## config.mk

```make
export PLATFORM = sky130hd
export DESIGN_NAME = scr_regs
export DESIGN_NICKNAME = d
export VERILOG_FILES = /design/src/rtl/scr_pkg.sv /design/src/rtl/scr_regs.sv
export SDC_FILE = /design/constraint.sdc
export NUM_CORES = 1
export LEC_CHECK = 0
export BUFFER_PORTS_ARGS = -buffer_cell sky130_fd_sc_hd__buf_2
export CAP_MARGIN = 20
export CORE_MARGIN = 5
export CORE_UTILIZATION = 52
export CTS_CLUSTER_DIAMETER = 60
export DETAILED_ROUTE_END_ITERATION = 16
export PLACE_DENSITY = 0.74
export SLEW_MARGIN = 30
export SYNTH_ARGS = -nofsm -noshare
export SYNTH_HDL_FRONTEND = slang
export SYNTH_SLANG_ARGS = --single-unit
```

## constraint.sdc

```tcl
create_clock -name clk -period 2.3 [get_ports clk]
set_input_delay 0 -clock clk [delete_from_list [all_inputs] [get_ports clk]]
set_output_delay 0 -clock clk [all_outputs]
set_load 0.02 [all_outputs]
```

## src/rtl/scr_pkg.sv

```systemverilog
/*
 Constants, field layout and carrier types of the system configuration
 register bank. Assumes a single clock domain and an APB register bus.
*/
package scr_pkg;

  // ****************************************
  // Register map
  // ****************************************
  localparam logic [31:0] SCR_SYS_ADDR  = 32'h01c00000;
  localparam logic [31:0] SCR_WIN0_ADDR = 32'h01c00004;
  localparam logic [31:0] SCR_WIN1_ADDR = 32'h01c00008;
  localparam logic [31:0] SCR_PRIO_ADDR = 32'h01c40000;

  // ****************************************
  // Reset values
  // ****************************************
  localparam logic [7:0]  SCR_SYS_RST   = 8'h01;
  localparam logic [31:0] SCR_WIN_RST   = 32'h00000000;
  localparam logic [31:0] SCR_PRIO_RST  = 32'h80001b1b;

  // ****************************************
  // Field positions
  // ****************************************
  localparam int SCR_ABORT_BIT  = 5;
  localparam int SCR_RDWAIT_BIT = 4;
  localparam int SCR_WBUF_BIT   = 3;
  localparam int SCR_CM_LSB     = 1;
  localparam int SCR_BRWAIT_BIT = 0;
  localparam int SCR_FIX_BIT    = 31;
  localparam int SCR_VIEW_LSB   = 8;
  localparam int SCR_END_LSB    = 16;
  localparam int SCR_BLK_LSB    = 12;
  localparam logic [1:0] SCR_RANK_LAST = 2'h3;

  // Cache modes
  localparam logic [1:0] SCR_CM_NONE = 2'h0;
  localparam logic [1:0] SCR_CM_HALF = 2'h1;
  localparam logic [1:0] SCR_CM_RSVD = 2'h2;
  localparam logic [1:0] SCR_CM_FULL = 2'h3;

  // Configuration levels towards cache, buffer and core
  typedef struct packed {
    logic       abort_suppress;
    logic       read_wait_option;
    logic       write_buf_en;
    logic [1:0] cache_config;
    logic       branch_wait_option;
  } scr_cfg_t;

  // Ranks, display DMA at the top as in the register
  typedef struct packed {
    logic [1:0] display_dma;
    logic [1:0] general_dma;
    logic [1:0] bridge_dma;
    logic [1:0] ext_master;
  } scr_rank_t;

endpackage : scr_pkg

```

## src/rtl/scr_regs.sv

```systemverilog
/*
 System configuration register bank: cache, write buffer and stall
 options, two uncached windows and bus master ranking. Assumes an APB
 master on clk and same-clock request inputs from cache and arbiter.
*/
// Local design decision: the APB interface to the registers.
`timescale 1ns/1ns
module scr_regs #(
  parameter int ADDR_W = 32
) (
  input  wire logic              clk,
  input  wire logic              reset_n,
  input  wire logic              psel,
  input  wire logic              penable,
  input  wire logic              pwrite,
  input  wire logic [ADDR_W-1:0] paddr,
  input  wire logic [31:0]       pwdata,
  output logic [31:0]            prdata_ff,
  output logic                   pready_ff,
  output logic                   pslverr_ff,
  input  wire logic              core_rd_req,
  input  wire logic              core_nonseq_req,
  input  wire logic              lookup_valid,
  input  wire logic [31:0]       lookup_addr,
  input  wire logic [3:0]        served,
  output scr_pkg::scr_cfg_t      cfg_ff,
  output logic                   wait_ff,
  output logic                   fill_inhibit_ff,
  output logic                   prio_fixed_ff,
  output scr_pkg::scr_rank_t     rank_ff
);

  // ****************************************
  // Helpers
  // ****************************************
  // Block lies inside a window: start <= blk < end
  function automatic logic in_win(input logic [31:0] win,
                                  input logic [19:0] blk);
    logic [19:0] st;
    logic [19:0] en;
    st = {4'h0, win[scr_pkg::SCR_END_LSB-1:0]};
    en = {4'h0, win[31:scr_pkg::SCR_END_LSB]};
    in_win = (blk >= st) && (blk < en);
  endfunction : in_win

  // Served master moves last, those below it move up
  function automatic logic [7:0] rr_next(input logic [7:0] rk,
                                         input logic [3:0] srv);
    logic [7:0] r;
    logic [1:0] s;
    r = rk;
    s = 2'h0;
    for (int i = 0; i < 4; i++) begin
      if (srv[i]) begin
        s = rk[2*i +: 2];
      end
    end
    if (|srv) begin
      for (int i = 0; i < 4; i++) begin
        if (srv[i]) begin
          r[2*i +: 2] = scr_pkg::SCR_RANK_LAST;
        end else if (rk[2*i +: 2] > s) begin
          r[2*i +: 2] = rk[2*i +: 2] - 2'h1;
        end
      end
    end
    rr_next = r;
  endfunction : rr_next

  // ****************************************
  // Register state
  // ****************************************
  logic [7:0]         sys_ff;
  logic [7:0]         nxt_sys;
  logic [31:0]        win0_ff;
  logic [31:0]        nxt_win0;
  logic [31:0]        win1_ff;
  logic [31:0]        nxt_win1;
  logic               nxt_fixed;
  logic [7:0]         prio_wr_ff;
  logic [7:0]         nxt_prio_wr;
  scr_pkg::scr_rank_t nxt_rank;
  logic [31:0]        nxt_prdata;
  logic               nxt_pready;
  logic               nxt_pslverr;
  logic               wr_en;
  logic               sel_sys;
  logic               sel_w0;
  logic               sel_w1;
  logic               sel_pr;
  logic               mapped;
  logic [31:0]        rd_mux;

  // Address decode of the four words
  always_comb begin
    sel_sys = (32'(paddr) == scr_pkg::SCR_SYS_ADDR);
    sel_w0  = (32'(paddr) == scr_pkg::SCR_WIN0_ADDR);
    sel_w1  = (32'(paddr) == scr_pkg::SCR_WIN1_ADDR);
    sel_pr  = (32'(paddr) == scr_pkg::SCR_PRIO_ADDR);
    mapped  = sel_sys | sel_w0 | sel_w1 | sel_pr;
    wr_en   = psel & penable & pready_ff & pwrite;
  end

  // Read mux; reserved bits read as zero
  always_comb begin
    rd_mux = 32'h00000000;
    if (sel_sys) begin
      rd_mux = {24'h000000, 2'h0, sys_ff[5:0]};
    end else if (sel_w0) begin
      rd_mux = win0_ff;
    end else if (sel_w1) begin
      rd_mux = win1_ff;
    end else if (sel_pr) begin
      rd_mux = {prio_fixed_ff, 15'h0000, rank_ff, prio_wr_ff};
    end
  end

  // ****************************************
  // APB slave: one wait cycle, then ready
  // ****************************************
  always_comb begin
    nxt_pready  = psel & penable & ~pready_ff;
    nxt_pslverr = psel & penable & ~pready_ff & ~mapped;
    nxt_prdata  = prdata_ff;
    if (psel & penable & ~pready_ff & ~pwrite) begin
      nxt_prdata = rd_mux;
    end
  end

  always_ff @(posedge clk) begin
    if (!reset_n) begin
      pready_ff  <= 1'b0;
      pslverr_ff <= 1'b0;
      prdata_ff  <= 32'h00000000;
    end else begin
      pready_ff  <= nxt_pready;
      pslverr_ff <= nxt_pslverr;
      prdata_ff  <= nxt_prdata;
    end
  end

  // ****************************************
  // Writable registers
  // ****************************************
  always_comb begin
    nxt_sys     = sys_ff;
    nxt_win0    = win0_ff;
    nxt_win1    = win1_ff;
    nxt_fixed   = prio_fixed_ff;
    nxt_prio_wr = prio_wr_ff;
    if (wr_en && sel_sys) begin
      nxt_sys = {2'h0, pwdata[5:0]};
    end
    if (wr_en && sel_w0) begin
      nxt_win0 = pwdata;
    end
    if (wr_en && sel_w1) begin
      nxt_win1 = pwdata;
    end
    if (wr_en && sel_pr) begin
      nxt_fixed   = pwdata[scr_pkg::SCR_FIX_BIT];
      nxt_prio_wr = pwdata[7:0];
    end
  end

  // Ranks in force: written ranks when fixed, rotation otherwise
  always_comb begin
    if (prio_fixed_ff) begin
      nxt_rank = scr_pkg::scr_rank_t'(prio_wr_ff);
    end else begin
      nxt_rank = scr_pkg::scr_rank_t'(rr_next(rank_ff, served));
    end
  end

  always_ff @(posedge clk) begin
    if (!reset_n) begin
      sys_ff        <= scr_pkg::SCR_SYS_RST;
      win0_ff       <= scr_pkg::SCR_WIN_RST;
      win1_ff       <= scr_pkg::SCR_WIN_RST;
      prio_fixed_ff <= scr_pkg::SCR_PRIO_RST[scr_pkg::SCR_FIX_BIT];
      prio_wr_ff    <= scr_pkg::SCR_PRIO_RST[7:0];
      rank_ff       <= scr_pkg::SCR_PRIO_RST[15:8];
    end else begin
      sys_ff        <= nxt_sys;
      win0_ff       <= nxt_win0;
      win1_ff       <= nxt_win1;
      prio_fixed_ff <= nxt_fixed;
      prio_wr_ff    <= nxt_prio_wr;
      rank_ff       <= nxt_rank; // wrapper sits below the other three
    end
  end

  // ****************************************
  // Configuration levels and stall/fill control
  // ****************************************
  scr_pkg::scr_cfg_t nxt_cfg;
  logic              nxt_wait;
  logic              nxt_inhibit;
  logic [19:0]       lk_blk;

  always_comb begin
    nxt_cfg.abort_suppress     = nxt_sys[scr_pkg::SCR_ABORT_BIT];
    nxt_cfg.read_wait_option   = nxt_sys[scr_pkg::SCR_RDWAIT_BIT];
    nxt_cfg.write_buf_en       = nxt_sys[scr_pkg::SCR_WBUF_BIT];
    nxt_cfg.cache_config       = nxt_sys[scr_pkg::SCR_CM_LSB +: 2];
    nxt_cfg.branch_wait_option = nxt_sys[scr_pkg::SCR_BRWAIT_BIT];
    // One wait for a read, or a non-sequential caching fetch
    nxt_wait = (core_rd_req & cfg_ff.read_wait_option)
             | (core_nonseq_req & cfg_ff.branch_wait_option
                & (cfg_ff.cache_config != scr_pkg::SCR_CM_NONE));
    lk_blk      = lookup_addr[31:scr_pkg::SCR_BLK_LSB];
    nxt_inhibit = lookup_valid
                & (in_win(win0_ff, lk_blk) | in_win(win1_ff, lk_blk));
  end

  always_ff @(posedge clk) begin
    if (!reset_n) begin
      cfg_ff          <= scr_pkg::scr_cfg_t'(scr_pkg::SCR_SYS_RST[5:0]);
      wait_ff         <= 1'b0;
      fill_inhibit_ff <= 1'b0;
    end else begin
      cfg_ff          <= nxt_cfg;
      wait_ff         <= nxt_wait;
      fill_inhibit_ff <= nxt_inhibit;
    end
  end
endmodule : scr_regs

```

# Yosys cells after proc, flatten, opt, wreduce, memory -nomap -nowiden
# Index checks and enable logic that the tools add are counted.
[classes] eq_ne=4 div=0 addsub=4 bitwise_logic=18 order_cmp=8 muxes=20 shifts=0 multipliers=0 n_reduce_logical=17
[op_table] cell="equality test 32 x 25 -> 1 bit, second input constant" n=4
[op_table] cell="two-way mux 32 bit" n=4
[op_table] cell="greater-or-equal comparator 20 x 16 -> 1 bit" n=2
[op_table] cell="less-than comparator 20 x 16 -> 1 bit" n=2
[op_table] cell="two-way mux 2 bit" n=13
[op_table] cell="two-way mux 8 bit" n=2
[op_table] cell="nonzero test 3 bit" n=4
[op_table] cell="AND 1 bit" n=10
[op_table] cell="> comparator 2 bit" n=4
[op_table] cell="AND reduction 2 bit" n=4
[op_table] cell="subtractor 2 x 1 -> 2 bit, second input constant" n=4
[op_table] cell="logical AND 1 bit" n=6
[op_table] cell="two-way mux 6 bit" n=1
[op_table] cell="OR 1 bit" n=5
[op_table] cell="nonzero test 2 bit" n=2
[op_table] cell="OR reduction 4 bit" n=1
[op_table] cell="inverter 1 bit" n=3
[totals] inputBits=108 reg_bits=129 ram_bits=0 elab_cells=90 rom_bits=0 latch_bits=0 out_inout_bits=51 n_memories=0

# Logic depth before layout (Yosys ltp)
[depth] ltp_word=10 depth_mapped=12 ltp_nobuf=12

# Worst setup path after synthesis
# OpenSTA, ideal clock, no wires.
[synth_timing] kind="flip-flop to flip-flop" from="reg rank_ff[0] (netlist bit)" to="reg rank_ff[1] (netlist bit)" stages_incl_launch_ff=13 arrival_ns=2.051 setup_time_ns=0.137 required_time_ns=2.163 path_slack_ns=0.112 path_buffers=0 synth_period_minus_slack_ns=2.188 path_cell_list="dfxtp_1 -> nand2_1 -> nor2_1 -> a21oi_1 -> nor2_1 -> a21oi_1 -> o21ai_0 -> ha_1 -> nand2_1 -> o21ai_0 -> o21ai_0 -> a21boi_0 -> o21ai_0"
[synth_via] elab_chain_cells=8
[synth_rtl] item="start: declaration" line="scr_regs.sv:30" source="output scr_pkg::scr_rank_t rank_ff"
[synth_rtl] item="start signal: assignment" line="scr_regs.sv:182" source="rank_ff <= scr_pkg::SCR_PRIO_RST[15:8];"
[synth_rtl] item="start signal: assignment" line="scr_regs.sv:189" source="rank_ff <= nxt_rank;"
[synth_rtl] item="two-way mux 2 bit (4 in a row)" line="scr_regs.sv:54" source="if (srv[i]) begin"
[synth_rtl] item="two-way mux 2 bit" line="scr_regs.sv:168" source="if (prio_fixed_ff) begin"
[synth_rtl] item="> comparator 2 bit" line="scr_regs.sv:62" source="end else if (rk[2*i +: 2] > s) begin"
[synth_rtl] item="nonzero test 3 bit (no source line)"
[synth_rtl] item="AND reduction 2 bit (no source line)"
# Several ways; a longest one is shown, not always the timed one. The select of a mux whose other input is x is not followed.
# A chain may end at the register's enable or synchronous reset.

# Final worst setup path
[layout_timing] from="reg rank_ff[1] (netlist bit)" to="reg rank_ff[7] (netlist bit)"
[layout_via] elab_chain_cells=8
[layout_rtl] item="two-way mux 2 bit (4 in a row)" line="scr_regs.sv:54"
[layout_rtl] item="two-way mux 2 bit" line="scr_regs.sv:168"
[layout_rtl] item="> comparator 2 bit" line="scr_regs.sv:62"
[layout_rtl] item="nonzero test 3 bit (no source line)"
[layout_rtl] item="AND reduction 2 bit (no source line)"
# Every way passes these cells. The select of a mux whose other input is x is not followed.

==> results.py <==
metrics = {
    "route": {
        "drt-vias-per-instance": 5.54,
        "drtPass1Iterations": 5,
        "wire_per_inst_um": 16.0,
        "ant_nets": 0,
        "routed_wl_mm": 20.6,
        "drt_iter0_markers": 568,
        "drcViolationCount": 0,
        "vias": 7122,
    },
    "global_routing": {
        "grt_pass1_wl_mm": 33.9,
        "grt_max_degree": 63,
        "grt-ovfl-total": 0,
        "grt_pass1_vias": 7008,
        "gr-usage-all-layers_pct": 26.1,
        "antenna_found_initial": 0,
    },
    "power": {
        "power_leakage_nw": 3.56,
        "power.total_w": 0.00534,
        "power_density_nw_per_um2": 592,
        "ir_drop_uv": 483,
    },
    "setup_path": {
        "required_ps": 2620,
        "worstPathArrival_ps": 2440,
        "r2r_slack_ps": 170,
        "timing.rr.start": "rank_ff[1]",
        "end_kind": "flip-flop",
        "cp_max_fo": 4,
        "cp-endpoint": "rank_ff[7]",
        "rr_endpoint": "rank_ff[7]",
        "r2r_cells": 11,
        "crit_start": "rank_ff[1]",
        "crit_type": "reg -> reg",
        "critPathLaunchType": "flip-flop",
    },
    "yosys": {
        "yosysUniqueCellTypes": 52,
        "yosys_warnings": 0,
        "ys.flop_type": "dfxtp_1",
        "synth-seq-cells": 123,
        "synth_cells": 908,
        "synth_top_area_share_pct": 35.0,
        "syn_nets": 1086,
        "yosysSeqAreaShare_pct": 35.0,
        "synth.avg_cell_area_um2": 7.76,
        "yosys.area.top_type": "dfxtp_1",
        "syn_area_um2": 7040,
        "ys_top_cells_by_area": "dfxtp_1 (35%), ha_1 (12%), nand2_1 (10%)",
        "async_flop_share_pct": 0,
        "synth_edf_count": 0,
    },
    "worst_hold_path": {
        "hold_start": "lookup_addr[28]",
        "hold_class": "in -> reg",
    },
    "cells_and_area": {
        "layout_commonest_cell": "nand2_1",
        "mostFrequentLayoutCells": "nand2_1 (190), buf_2 (146), dfxtp_1 (123)",
        "syn_to_final_growth_pct": 28.1,
        "diodes": 0,
        "multi_input_area_um2": 4120,
        "fillers": 1176,
        "drive_gt1_share_pct": 20.5,
        "utilization_pct": 68.1,
        "finalNetCount": 1275,
        "regArea_um2": 2460,
    },
    "clocking": {
        "cts_buffer_depth": 2,
        "cts_tree": "yes",
        "cts_sinks": 123,
        "htree_num_levels": 4,
        "clk_latency_ps": 420,
        "cts_buffers": 17,
        "clkTransAtPathRegs_ps": 60,
        "ctsRootBufferMaster": "clkbuf_16",
    },
    "placed_design": {
        "place_congestion": 0.880,
        "post-place-ws_ps": 170,
        "dp_hpwl_mm": 15.5,
        "io_buffer_count": 146,
    },
    "timing": {
        "fmax_mhz": 470,
        "layout_setup_ws_ps": 174,
        "post-route-min-period_ps": 2130,
        "setup_tns_ps": 0,
        "worst_pin_slew_ps": 690,
        "max_slew_margin_pct": 54.0,
        "finalSetupViolations": 0,
        "hold_violations": 0,
        "finalCritPeriodShare_pct": 92.4,
        "rsz0062_at_grt": "false",
        "finClkSkew_ps": 4.20,
        "report.final.slew_viol_count": 0,
    },
    "die": {
        "rows": 42,
        "die_area_um2": 16000,
        "initial_core_util_pct": 53.2,
        "die_h_um": 126,
        "core_um2": 13200,
        "fp.dieW_um": 126,
        "boundaryPins": 159,
    },
    "outcome": {
        "outcome": "complete, no violations",
    },
    "flow_run": {
        "cap_violations": 0,
    },
}
[what timing repair did]
item	in CTS	in global routing
setup endpoints to repair	0	7
hold endpoints to repair	88	0
buffers inserted	0	0
gates resized for setup	0	4
hold buffers	38	0
[how the worst min path moves through the flow]
stage / depth (start not counted) / end / slack, ps
final: 5 / fill_inhibit_ff / 30
after global routing: 5 / fill_inhibit_ff / 50
after CTS: 5 / fill_inhibit_ff / 10
after detailed placement: 3 / win1_ff[29] / 260
after global placement: 3 / wait_ff / 250
after floorplan: 2 / sys_ff[0] / 130
[critical path: stages (launching register included)]
cell	delay, ps
dfxtp_1	310
nand2_1	50
nor2_1	40
a21oi_1	120
o21ai_0	110
mux2i_2	280
ha_1	300
nor2b_1	130
o21ai_0	200
a21o_1	190
a21oi_1	50
o221a_2	240
[cells by family (layout without fill, tap and decap cells)]
| family | Yosys count | after routing | synth area share (%) |
|---|---|---|---|
| compound gates | 255 | 255 | 21.8 |
| fa+ha+maj | 70 | 70 | 12.4 |
| buf+inv | 116 | 318 | 6.77 |
| flops | 123 | 123 | 35.0 |
| mux | 14 | 14 | 1.99 |
| simple gates | 330 | 330 | 22.1 |
[final cells by class]
| type | count | area share [%] |
|---|---|---|
| Timing Repair Buffer | 216 | 15.0 |
| Multi-Input combinational cell | 669 | 45.6 |
| Clock inverter | 14 | 1.90 |
| Sequential cell | 123 | 27.3 |
| Clock buffer | 18 | 4.87 |
| Inverter | 70 | 2.91 |
| Tap cell | 176 | 2.44 |
[registers in the layout, summed over array words and instances (netlist names)]
name             flops
sys_ff               6
rank_ff              8
prio_fixed_ff        1
win0_ff             32
fill_inhibit_ff      1
pready_ff            1
win1_ff             32
pslverr_ff           1
wait_ff              1
prdata_ff           32
prio_wr_ff           8
[where the power goes]
part           internal (W)  total, W  switching, W
clock network       0.00173   0.00275       0.00102
registers           0.00213   0.00213    0.00000106
logic              0.000206  0.000462      0.000256
[cells in the mapped netlist, types with 12 or more instances]
cell type / number
dfxtp_1: 123
buf_2: 12
a21oi_1: 118
nor2_1: 60
clkbuf_1: 30
mux2i_1: 14
o21ai_0: 45
o2bb2ai_1: 15
a22oi_1: 25
inv_1: 70
o21ai_1: 13
ha_1: 70
nand2_1: 190
[metrics by stage]
step           cell area (um2)  std cells  hold slack [ps]
6_report                  9020       1286             28.6
3_3_place_gp              8030       1216              254
3_5_place_dp              8030       1216              261
5_1_grt                   9020       1286             52.7
4_1_cts                   9020       1286             9.88
2_1_floorplan             7040        908              128
[metal layers]
layer  track usage (%)  share of wire (%)  vias to the layer above
li1                  -                  -                     3540
met3              5.38                6.6                       38
met2              42.6                 47                      274
met5                 0                  0                        -
met1              33.8                 44                     3270
met4              10.2                2.5                        0
(Power assumes the default switching activity.)
